==> src/logic/adc_out_pkg.sv <==
// constants shared by the sample output path of the converter
// assumes a 250 MHz system clock that oversamples the sampling clock pin
package adc_out_pkg;

	// output word
	localparam int SAMPLE_W      = 14;
	localparam int LATENCY_CYC   = 3;
	localparam int FIFO_DEPTH    = 4;

	// timing
	localparam int CLK_SYS_PS    = 4000;
	localparam int TDR_MIN_PS    = 2800;
	localparam int TDR_CYC_RAW   = (TDR_MIN_PS + CLK_SYS_PS - 1) / CLK_SYS_PS;
	localparam int TDR_CYC       = (TDR_CYC_RAW < 1) ? 1 : TDR_CYC_RAW;

	// reset values
	localparam logic [SAMPLE_W-1:0] WORD_RST   = 14'h0000;
	localparam logic                OVR_RST    = 1'b0;
	localparam logic                STROBE_RST = 1'b1;

endpackage

==> src/logic/adc_sample_out.sv <==
// parallel sample output stage of a pipelined converter
// assumes the quantiser result arrives on clk_sys_i; the sampling clock is an async pin
//
// Functional notes
// - a conversion starts on each rising sampling-clock edge and nothing else
// - a sample's word appears three sampling-clock cycles later, one per cycle
// - word and overrange change only after a rising edge, with the strobe falling
// - overrange flag high for out-of-range samples, low otherwise
// - 14-bit two's-complement parallel word, bit 0 least, bit 13 most significant
// - strobe falls a fixed delay after the rise, rises that delay after the fall
`timescale 1ns/100ps

module adc_sample_out #(
	parameter int SAMPLE_W   = adc_out_pkg::SAMPLE_W,
	parameter int LATENCY    = adc_out_pkg::LATENCY_CYC,
	parameter int FIFO_DEPTH = adc_out_pkg::FIFO_DEPTH,
	parameter int TDR_CYC    = adc_out_pkg::TDR_CYC
) (
	// clock and reset
	input  wire logic                clk_sys_i,
	input  wire logic                rstn_i,
	// sampling clock pin
	input  wire logic                sample_clk_i,
	// quantiser result
	input  wire logic [SAMPLE_W-1:0] conv_word_i,
	input  wire logic                conv_overrange_i,
	// parallel output pins
	output logic      [SAMPLE_W-1:0] sample_word_o,
	output logic                     overrange_flag_o,
	output logic                     sample_ready_strobe_o
);

	localparam int FW    = SAMPLE_W + 1;
	localparam int LVL_W = $clog2(FIFO_DEPTH + 1);
	localparam int STROBE_DLY = TDR_CYC + 1;

	logic                clk_meta_q;
	logic                clk_sync_q;
	logic                clk_prev_q;
	logic                rise;
	logic                fall;
	logic [TDR_CYC-1:0]  rise_sr_q;
	logic [TDR_CYC-1:0]  fall_sr_q;
	logic                upd;
	logic                upd_fall;
	logic [SAMPLE_W-1:0] hold_word_q;
	logic                hold_ovr_q;
	logic                hold_vld_q;
	logic                fifo_in_ready;
	logic                fifo_out_valid;
	logic [FW-1:0]       fifo_out_data;
	logic [LVL_W-1:0]    fifo_level;
	logic                pop;
	logic [SAMPLE_W-1:0] word_q;
	logic                ovr_q;
	logic                strobe_q;
	logic [2:0]          upd_cnt_q;
	logic [(LATENCY+1)*FW-1:0] ref_q;

	////////////////////////////////////////////////////////////////////////////////
	// sampling clock synchroniser and edge detect
	always_ff @(posedge clk_sys_i or negedge rstn_i) begin
		if (!rstn_i) begin
			clk_meta_q <= 1'b0;
			clk_sync_q <= 1'b0;
			clk_prev_q <= 1'b0;
		end else begin
			clk_meta_q <= sample_clk_i;
			clk_sync_q <= clk_meta_q;
			clk_prev_q <= clk_sync_q;
		end
	end

	assign rise = clk_sync_q & ~clk_prev_q;
	assign fall = ~clk_sync_q & clk_prev_q;

	////////////////////////////////////////////////////////////////////////////////
	// fixed clock-to-strobe delay, rounded up to whole system cycles
	always_ff @(posedge clk_sys_i or negedge rstn_i) begin
		if (!rstn_i) begin
			rise_sr_q <= '0;
			fall_sr_q <= '0;
		end else begin
			rise_sr_q <= TDR_CYC'({rise_sr_q, rise});
			fall_sr_q <= TDR_CYC'({fall_sr_q, fall});
		end
	end

	assign upd      = rise_sr_q[TDR_CYC-1];
	assign upd_fall = fall_sr_q[TDR_CYC-1];

	////////////////////////////////////////////////////////////////////////////////
	// capture: only the rising sampling edge takes a sample
	// a full fifo stalls the push; a sample still held at the next rise is replaced
	always_ff @(posedge clk_sys_i or negedge rstn_i) begin
		if (!rstn_i) begin
			hold_word_q <= adc_out_pkg::WORD_RST;
			hold_ovr_q  <= adc_out_pkg::OVR_RST;
			hold_vld_q  <= 1'b0;
		end else if (rise) begin
			hold_word_q <= conv_word_i;
			hold_ovr_q  <= conv_overrange_i;
			hold_vld_q  <= 1'b1;
		end else if (fifo_in_ready) begin
			hold_vld_q  <= 1'b0;
		end
	end

	////////////////////////////////////////////////////////////////////////////////
	// pipeline storage; popping only once LATENCY words wait gives the latency
	assign pop = upd & (fifo_level >= LVL_W'(LATENCY));

	sample_fifo #(
		.WIDTH (FW),
		.DEPTH (FIFO_DEPTH),
		.LVL_W (LVL_W)
	) u_fifo (
		.clk_sys_i   (clk_sys_i),
		.rstn_i      (rstn_i),
		.in_valid_i  (hold_vld_q & ~rise),
		.in_ready_o  (fifo_in_ready),
		.in_data_i   ({hold_ovr_q, hold_word_q}),
		.out_valid_o (fifo_out_valid),
		.out_ready_i (pop),
		.out_data_o  (fifo_out_data),
		.level_o     (fifo_level)
	);

	////////////////////////////////////////////////////////////////////////////////
	// output word and overrange, updated together with the strobe's fall
	always_ff @(posedge clk_sys_i or negedge rstn_i) begin
		if (!rstn_i) begin
			word_q <= adc_out_pkg::WORD_RST;
			ovr_q  <= adc_out_pkg::OVR_RST;
		end else if (pop && fifo_out_valid) begin
			word_q <= fifo_out_data[SAMPLE_W-1:0];
			ovr_q  <= fifo_out_data[SAMPLE_W];
		end
	end

	////////////////////////////////////////////////////////////////////////////////
	// strobe follows the sampling clock inverted and delayed
	always_ff @(posedge clk_sys_i or negedge rstn_i) begin
		if (!rstn_i) begin
			strobe_q <= adc_out_pkg::STROBE_RST;
		end else if (upd) begin
			strobe_q <= 1'b0;
		end else if (upd_fall) begin
			strobe_q <= 1'b1;
		end
	end

	assign sample_word_o         = word_q;
	assign overrange_flag_o      = ovr_q;
	assign sample_ready_strobe_o = strobe_q;

	////////////////////////////////////////////////////////////////////////////////
	// assertion helper: delayed rises seen since reset, saturating
	always_ff @(posedge clk_sys_i or negedge rstn_i) begin
		if (!rstn_i) begin
			upd_cnt_q <= 3'h0;
		end else if (upd && upd_cnt_q != 3'h7) begin
			upd_cnt_q <= upd_cnt_q + 3'h1;
		end
	end

	////////////////////////////////////////////////////////////////////////////////
	// assertion helper: samples of the last rises, kept apart from the fifo
	// so the latency check does not lean on the logic that it checks
	always_ff @(posedge clk_sys_i) begin
		if (rise) begin
			ref_q <= {ref_q[LATENCY*FW-1:0], conv_overrange_i, conv_word_i};
		end
	end

	AST_CAPTURE_ON_RISE: assert property (
		@(posedge clk_sys_i) disable iff (!rstn_i)
		(hold_vld_q && !$past(hold_vld_q)) |-> $past(rise)
	) else $error("sample captured without a rising sampling edge");

	AST_RISE_CAPTURES: assert property (
		@(posedge clk_sys_i) disable iff (!rstn_i)
		rise |=> (hold_vld_q && hold_word_q == $past(conv_word_i))
	) else $error("rising sampling edge did not capture the sample");

	AST_NO_LOST_SAMPLE: assert property (
		@(posedge clk_sys_i) disable iff (!rstn_i)
		rise |-> !hold_vld_q
	) else $error("sample still waiting when the next conversion started");

	AST_WORD_EVERY_CYCLE: assert property (
		@(posedge clk_sys_i) disable iff (!rstn_i)
		(upd && upd_cnt_q >= 3'(LATENCY)) |-> pop
	) else $error("primed pipeline skipped an output word");

	AST_LATENCY_PRIMED: assert property (
		@(posedge clk_sys_i) disable iff (!rstn_i)
		(upd && upd_cnt_q < 3'(LATENCY)) |=> $stable(word_q) && $stable(ovr_q)
	) else $error("output word before the pipeline latency elapsed");

	AST_CHANGE_WITH_STROBE: assert property (
		@(posedge clk_sys_i) disable iff (!rstn_i)
		($changed(word_q) || $changed(ovr_q)) |-> $fell(strobe_q)
	) else $error("output changed without a strobe fall");

	AST_OVR_FROM_FIFO: assert property (
		@(posedge clk_sys_i) disable iff (!rstn_i)
		(upd && upd_cnt_q >= 3'(LATENCY)) |=> ovr_q == $past(ref_q[LATENCY*FW+SAMPLE_W])
	) else $error("overrange flag does not follow its sample");

	AST_WORD_FROM_FIFO: assert property (
		@(posedge clk_sys_i) disable iff (!rstn_i)
		(upd && upd_cnt_q >= 3'(LATENCY)) |=> word_q == $past(ref_q[LATENCY*FW +: SAMPLE_W])
	) else $error("output word does not match its sample");

	AST_STROBE_FALL_DELAY: assert property (
		@(posedge clk_sys_i) disable iff (!rstn_i)
		rise |-> ##STROBE_DLY !strobe_q
	) else $error("strobe did not fall a fixed delay after the rise");

	AST_STROBE_RISE_DELAY: assert property (
		@(posedge clk_sys_i) disable iff (!rstn_i)
		$rose(strobe_q) |-> $past(fall, STROBE_DLY)
	) else $error("strobe rose without a delayed sampling-clock fall");

endmodule

==> src/logic/sample_fifo.sv <==
// small synchronous fifo holding converted samples between capture and output
// assumes one clock and one asynchronous active-low reset
`timescale 1ns/100ps

module sample_fifo #(
	parameter int WIDTH = 15,
	parameter int DEPTH = 4,
	parameter int LVL_W = $clog2(DEPTH + 1)
) (
	// clock and reset
	input  wire logic             clk_sys_i,
	input  wire logic             rstn_i,
	// fill side
	input  wire logic             in_valid_i,
	output logic                  in_ready_o,
	input  wire logic [WIDTH-1:0] in_data_i,
	// drain side
	output logic                  out_valid_o,
	input  wire logic             out_ready_i,
	output logic      [WIDTH-1:0] out_data_o,
	// fill level
	output logic      [LVL_W-1:0] level_o
);

	localparam int PTR_W = (DEPTH > 1) ? $clog2(DEPTH) : 1;

	logic [WIDTH-1:0] mem_q [DEPTH];
	logic [PTR_W-1:0] wr_ptr_q;
	logic [PTR_W-1:0] rd_ptr_q;
	logic [LVL_W-1:0] level_q;
	logic             push;
	logic             pop;

	assign in_ready_o  = (level_q != LVL_W'(DEPTH));
	assign out_valid_o = (level_q != '0);
	assign out_data_o  = mem_q[rd_ptr_q];
	assign level_o     = level_q;
	assign push        = in_valid_i & in_ready_o;
	assign pop         = out_valid_o & out_ready_i;

	////////////////////////////////////////////////////////////////////////////////
	// storage: no reset, contents only matter while counted
	always_ff @(posedge clk_sys_i) begin
		if (push) begin
			mem_q[wr_ptr_q] <= in_data_i;
		end
	end

	////////////////////////////////////////////////////////////////////////////////
	// pointers and level
	always_ff @(posedge clk_sys_i or negedge rstn_i) begin
		if (!rstn_i) begin
			wr_ptr_q <= '0;
			rd_ptr_q <= '0;
			level_q  <= '0;
		end else begin
			if (push) begin
				wr_ptr_q <= (wr_ptr_q == PTR_W'(DEPTH - 1)) ? '0 : wr_ptr_q + 1'b1;
			end
			if (pop) begin
				rd_ptr_q <= (rd_ptr_q == PTR_W'(DEPTH - 1)) ? '0 : rd_ptr_q + 1'b1;
			end
			if (push && !pop) begin
				level_q <= level_q + 1'b1;
			end else if (pop && !push) begin
				level_q <= level_q - 1'b1;
			end
		end
	end

endmodule

==> config.mk <==
export PLATFORM = sky130hd
export DESIGN_NAME = adc_sample_out
export DESIGN_NICKNAME = d
export VERILOG_FILES = /design/src/logic/adc_out_pkg.sv /design/src/logic/adc_sample_out.sv /design/src/logic/sample_fifo.sv
export SDC_FILE = /design/constraint.sdc
export NUM_CORES = 1
export LEC_CHECK = 0
export ABC_AREA = 0
export BUFFER_PORTS_ARGS = -buffer_cell sky130_fd_sc_hd__buf_2
export CAP_MARGIN = 20
export CORE_MARGIN = 3
export CORE_UTILIZATION = 55
export DETAILED_ROUTE_END_ITERATION = 12
export PLACE_DENSITY = 0.83
export SKIP_CTS_REPAIR_TIMING = 1
export SKIP_LAST_GASP = 1
export SLEW_MARGIN = 20
export SYNTH_ARGS = -nofsm -noshare
export SYNTH_HDL_FRONTEND = slang
export SYNTH_HIERARCHICAL = 1
export SYNTH_SLANG_ARGS = --single-unit
==> constraint.sdc <==
create_clock -name clk_sys_i -period 6.9 [get_ports clk_sys_i]
set_input_delay 0.69 -clock clk_sys_i [delete_from_list [all_inputs] [get_ports clk_sys_i]]
set_output_delay 0.69 -clock clk_sys_i [all_outputs]
set_load 0.05 [all_outputs]
=== After elaboration in Yosys (flattened, before gate mapping) ===
Memories as Yosys holds them, arrays and structs flattened. A register that Yosys moved wholly into a read port is not among the register bits.
Cells that the tools add are included.

* RAM bits: 60
* Latch bits: 0
* Memory bits (read-only): 0
* Input port bits: 18
* Memories kept: 1
* Register bits after elaboration: 29

* Shift operators: 0
* Bitwise gates (word level): 9
* Magnitude comparators: 1
* Equal/unequal tests: 3
* Add/subtract/negate cells: 4
* Div/mod/pow operators: 0
* Multipliers: 0
* Reduce and logical (&&, ||, !) cells: 10
* Muxes and demuxes: 10

{| class="wikitable"
|+ Memory list
! name !! depth !! bits a word !! rd ports !! clocked after Yosys merged registers in !! wr ports !! line !! RTL
|-
| u_fifo.mem_q || 4 || 15 || 1 || 1 || 1 || sample_fifo.sv:27 || <nowiki>logic [WIDTH-1:0] mem_q [DEPTH];</nowiki>
|}

{| class="wikitable"
|+ Operators with widths
! operator !! count
|-
| $and A1 B1 Y1 || 6
|-
| $mux W1 || 6
|-
| $mux W3 || 2
|-
| $reduce_bool A2 Y1 || 3
|-
| $add A2 B1 Y2 const B || 2
|-
| $eq A2 B2 Y1 const B || 2
|-
| $mux W2 || 2
|-
| $add A3 B1 Y3 const B || 1
|-
| $ge A3 B2 Y1 const B || 1
|-
| $logic_and A1 B1 Y1 || 3
|-
| $logic_not A1 Y1 || 3
|-
| $ne A3 B3 Y1 const B || 1
|-
| $not A1 Y1 || 3
|-
| $reduce_bool A3 Y1 || 1
|-
| $sub A3 B1 Y3 const B || 1
|}

=== Depth between registers and ports, before layout ===
* Depth after elaboration: 9
* Mapped depth: 11

=== By module ===
Netlist, hierarchy kept.

{| class="wikitable"
|+ By module, submodules not included
! module !! times used !! area an instance (um^2) !! cells each
|-
| sample_fifo || 1 || 2605.0 || 115
|-
| adc_sample_out || 1 || 1426.4 || 81
|}

=== Worst setup path before layout ===
Ideal clock, no wire load.

* Kind: reg2reg
* From: reg clk_sync_q
* To: reg u_fifo.level_q[2], in the netlist u_fifo/level_o[2]
* Arrival time: 2.075 ns
* Stages on the path, launching flop included: 12
* Path slack: 4.745 ns
* Cell sequence: dfrtp_1 > nor2b_4 > buf_6 > buf_6 > nor2b_1 > and2_4 > ha_1 > inv_1 > fa_1 > xor2_1 > nor2_1 > xor2_1

* Cells in the longest elaborated chain, start to end: 7
* Elaborated cells on any way between the ends: 9
* Those cells by class: 1 x mux; 4 x bitwise; 4 x reduce/logical

{| class="wikitable"
|+ Ends and longest elaborated chain
! element !! line !! RTL
|-
| start, declared || adc_sample_out.sv:38 || <nowiki>logic clk_sync_q;</nowiki>
|-
| start signal, assigned || adc_sample_out.sv:69 || <nowiki>clk_sync_q <= clk_meta_q;</nowiki>
|-
| $and A1 B1 Y1 (*) || adc_sample_out.sv:74 || <nowiki>assign rise = clk_sync_q & ~clk_prev_q;</nowiki>
|-
| via rise || adc_sample_out.sv:40 || <nowiki>logic rise;</nowiki>
|-
| $not A1 Y1 (*) || adc_sample_out.sv:120 || <nowiki>.in_valid_i (hold_vld_q & ~rise),</nowiki>
|-
| $and A1 B1 Y1 (*) || adc_sample_out.sv:120 ||
|-
| $and A1 B1 Y1 (*) || sample_fifo.sv:38 || <nowiki>assign push = in_valid_i & in_ready_o;</nowiki>
|-
| via u_fifo.push || sample_fifo.sv:31 || <nowiki>logic push;</nowiki>
|-
| $logic_not A1 Y1 || sample_fifo.sv:65 || <nowiki>end else if (pop && !push) begin</nowiki>
|-
| $logic_and A1 B1 Y1 || sample_fifo.sv:65 ||
|-
| $reduce_bool A2 Y1 (no line) || -- ||
|-
| end signal, assigned || sample_fifo.sv:64 || <nowiki>level_q <= level_q + 1'b1;</nowiki>
|-
| end signal, assigned || sample_fifo.sv:66 || <nowiki>level_q <= level_q - 1'b1;</nowiki>
|-
| end, declared || sample_fifo.sv:30 || <nowiki>logic [LVL_W-1:0] level_q;</nowiki>
|}

Mark *: on every way through the listed nets, which the timed path passes. The rest lies on a longest branch.
A chain may end at the register's enable or synchronous reset.

=== Worst setup path in the final report ===
* From: reg clk_sync_q
* To: reg u_fifo.level_q[1], in the netlist u_fifo/level_o[1]

* Cells in the longest elaborated chain, start to end: 7
* Elaborated cells on any way between the ends: 9
* Those cells by class: 1 x mux; 4 x bitwise; 4 x reduce/logical

{| class="wikitable"
|+ Ends and longest elaborated chain
! element !! line
|-
| $and A1 B1 Y1 (*) || adc_sample_out.sv:74
|-
| $not A1 Y1 (*) || adc_sample_out.sv:120
|-
| $and A1 B1 Y1 (*) || adc_sample_out.sv:120
|-
| $and A1 B1 Y1 (*) || sample_fifo.sv:38
|-
| via u_fifo.push || sample_fifo.sv:31
|-
| $logic_not A1 Y1 || sample_fifo.sv:65
|-
| $logic_and A1 B1 Y1 || sample_fifo.sv:65
|-
| $reduce_bool A2 Y1 (no line) || --
|}

Marked as above.

==> impl_summary.log <==
INFO  metric result_of_the_run = finished clean
INFO  metric r2r_start = clk_sync_q
INFO  metric grt_first_pass_wirelength = 9740 um
INFO  metric post_drt_via_cell_ratio = 5.33
INFO  metric synth_cells = 196
INFO  metric dr.pass1.iters = 4
INFO  metric slew_headroom = 49.1%
INFO  metric setup.worst_path.end_class = register
INFO  metric clock_sinks = 104
INFO  metric power.share.combinational = 30.9%
INFO  metric worstSkewPairLatency = 0.35 ns
INFO  metric route.detailed.drc = 0
INFO  metric clock_tree.htree_level_count = 3
INFO  metric worst_setup_path_type = reg2reg
INFO  metric rsz0062_at_grt = no
INFO  metric cts_inserted_buffers = 9
INFO  metric antenna-diode-count = 0
INFO  metric max_slew_violations = 0
INFO  metric yosysWarnings = 6
INFO  metric track_usage = 15.8%
INFO  metric first_global_vias = 1923
INFO  metric io_buffer_count = 33
INFO  metric synth_async_sr_flop_share = 42.3%
INFO  metric r2r_setup_slk = 4.59 ns
INFO  metric worst_pin_slew = 0.763 ns
INFO  metric largest_net_degree_at_the_start_of_global_routing = 45
INFO  metric max-clock-path-buffers = 2
INFO  metric synth_most_common_cell = edfxtp_1
INFO  metric p_sw = 597 uW
INFO  metric final_setup_violation_count = 0
INFO  metric crit_fanout = 18
INFO  metric crit_arrival = 2.55 ns
INFO  metric totalNegativeSetupSlack = 0 ns
INFO  metric initialDrtViolationCount = 89
INFO  metric clk_pin_slew = 0.09 ns
INFO  metric hp-class = in2async
INFO  metric synth_area_leaders = edfxtp_1 45%, dfrtp_1 27%, mux4_2 8.4%
INFO  metric share_of_final_layout_standard_cells_stronger_than_drive_strength_1 = 45.8%
INFO  metric wl_per_cell = 17.8 um
INFO  metric synth_top_area_cell = edfxtp_1
INFO  metric core = 6940 sq um
INFO  metric dp.final_hpwl = 3820 um
INFO  metric overflow_after_grt = 0
INFO  metric crit_path_required_time = 7.14 ns
INFO  metric synthDominantCellAreaShare = 44.7%
INFO  metric postSynth.topFlopCell = edfxtp_1
INFO  metric period_utilization_post_route = 33.5%
INFO  metric syn_avg_cell_area = 20.6 sq um
INFO  metric switching_share = 33.5%
INFO  metric floorplan.die_area = 8390 sq um
INFO  metric setup.worst_path.start = clk_sync_q
INFO  metric synth.ff_latch_count = 104
INFO  metric clk_root_buffer_cell = clkbuf_8
INFO  metric final-hold-violation-count = 0
INFO  metric reg2reg_to = u_fifo/level_o[1]
INFO  metric worstSetupEndpoint = u_fifo/level_o[1]
INFO  metric setup_slack = 4.59 ns
INFO  metric intPower = 1190 uW
INFO  metric post_layout_nets = 258
INFO  metric synth_sequential_area_ratio = 72.0%
INFO  metric totalWireLength = 5960 um
INFO  metric tritoncts_clock_tree = built
INFO  metric ports = 34
INFO  metric edff_count_synth = 60
INFO  metric gpl.final_weighted_congestion = 0.725
INFO  metric dr_total_vias = 1780
INFO  metric max-vdd-ir-drop = 0.176 mV
INFO  metric die_w = 91.6 um
INFO  metric initial_standard_cell_utilization_of_the_core = 58.1%
INFO  metric netlist_area = 4030 sq um
INFO  metric fmax = 433 MHz
INFO  metric pre_cts_slack = 4.59 ns
INFO  metric num_rows = 30
INFO  metric final_core_util = 63.7%
INFO  metric syn_nets = 221
INFO  metric number_of_antenna_violations_at_the_first_check_in_global_routing = 0
INFO  metric synth.cells.most_frequent = 60 x edfxtp_1, 43 x dfrtp_1, 22 x mux2_2
INFO  metric finalClockSkew = 0.00701 ns
INFO  metric r2r.worst_path.cells = 7
INFO  metric drv_cap = 0
INFO  metric cellLeakagePower = 0.00171 uW
INFO  metric power.share.sequential = 50.9%
INFO  metric power.share.clock = 18.2%
INFO  metric final_period_minus_worst_setup_slack = 2.31 ns
INFO  metric number_of_distinct_library_cell_variants_in_the_gate_level_netlist_after_synthesis = 28
INFO  metric die_height = 91.6 um
INFO  metric areaGrowthSynthToFinish = 9.71%
INFO  metric ant_nets = 0
INFO  metric pwr_density_cell = 404 nW/um^2
INFO  metric crit_path_start_kind = register
## sequential cells by signal, indices dropped and copies added, names as in the netlist
signal and flops:
hold_ovr_q 1, sample_word_o 14, u_fifo/wr_ptr_q 2, clk_prev_q 1, clk_sync_q 1, hold_word_q 14
clk_meta_q 1, sample_ready_strobe_o 1, u_fifo/level_o 3, overrange_flag_o 1, fall_sr_q 1, u_fifo/rd_ptr_q 2
hold_vld_q 1, rise_sr_q 1, u_fifo/mem_q 60
## worst min path at each step
stage                           from               end  slack (ns)  cells after the start
after floorplan           clk_meta_q        clk_sync_q        0.33                      0
after global placement    clk_meta_q        clk_sync_q        0.33                      0
after detailed placement  clk_meta_q        clk_sync_q        0.34                      0
after CTS                 clk_meta_q        clk_sync_q        0.36                      0
after global routing          rstn_i  overrange_flag_o        0.35                      1
final                         rstn_i  overrange_flag_o        0.32                      1
## kinds of logic (layout without fill, tap and decap cells)
logic type               after synthesis  after routing  synth area share (%)
flip-flops                           104            104                  72.0
multiplexers                          50             50                  19.4
AND/OR/NAND/NOR                       19             19                  3.23
buffers and inverters                 11             53                  1.96
adder cells (fa/ha/maj)                7              7                  2.36
XOR/XNOR                               3              3                 0.652
AO/OA/AOI/OAI                          2              2                 0.404
## cell type report
type	instances	area (sq um)
clock inverter	3	17.5
fill	465	2520
tap	96	120
inverter	4	15.0
timing repair buffer	33	168
sequential	104	2910
multi-input combinational	81	1050
clock buffer	13	149
## power by group through the flow
stage | combinational [uW] | sequential, uW | clock [uW]
6_report | 552 | 909 | 324
3_5_place_dp | 557 | 926 | 0
2_1_floorplan | 338 | 1030 | 0
4_1_cts | 558 | 912 | 332
5_1_grt | 588 | 932 | 359
3_3_place_gp | 544 | 915 | 0
## per-stage QoR
stage | power, uW | cell area (sq um) | instances | hold slack, ns
4_1_cts | 1800 | 4420 | 334 | 0.356
2_1_floorplan | 1360 | 4030 | 196 | 0.331
6_report | 1790 | 4420 | 334 | 0.319
3_5_place_dp | 1480 | 4250 | 318 | 0.336
3_3_place_gp | 1460 | 4250 | 318 | 0.333
5_1_grt | 1880 | 4420 | 334 | 0.352
## worst max-delay path: stages (launching register included)
cell	delay, ns
dfrtp_1	0.38
nor2b_4	0.51
nor2b_1	0.17
and2_4	0.20
ha_1	0.20
inv_1	0.07
fa_1	0.40
mux2_2	0.27
## metal layers
metal	global-route usage [%]	vias up	wire, um
li1	-	814	-
met1	18.8	915	2410
met2	27.6	45	3140
met3	4.35	6	322
met4	5.65	0	82
met5	0	-	0
## cell usage in the layout, fill, tap and decap left out, types with 3 or more instances in the layout
master     n
and3_2     4
buf_2     32
clkbuf_1   3
clkbuf_8  10
dfrtp_1   42
edfxtp_1  60
ha_1       6
inv_1      4
mux2_2    22
mux2_4    13
mux4_2    15
nor2_1     5
(Power assumes the default switching activity.)
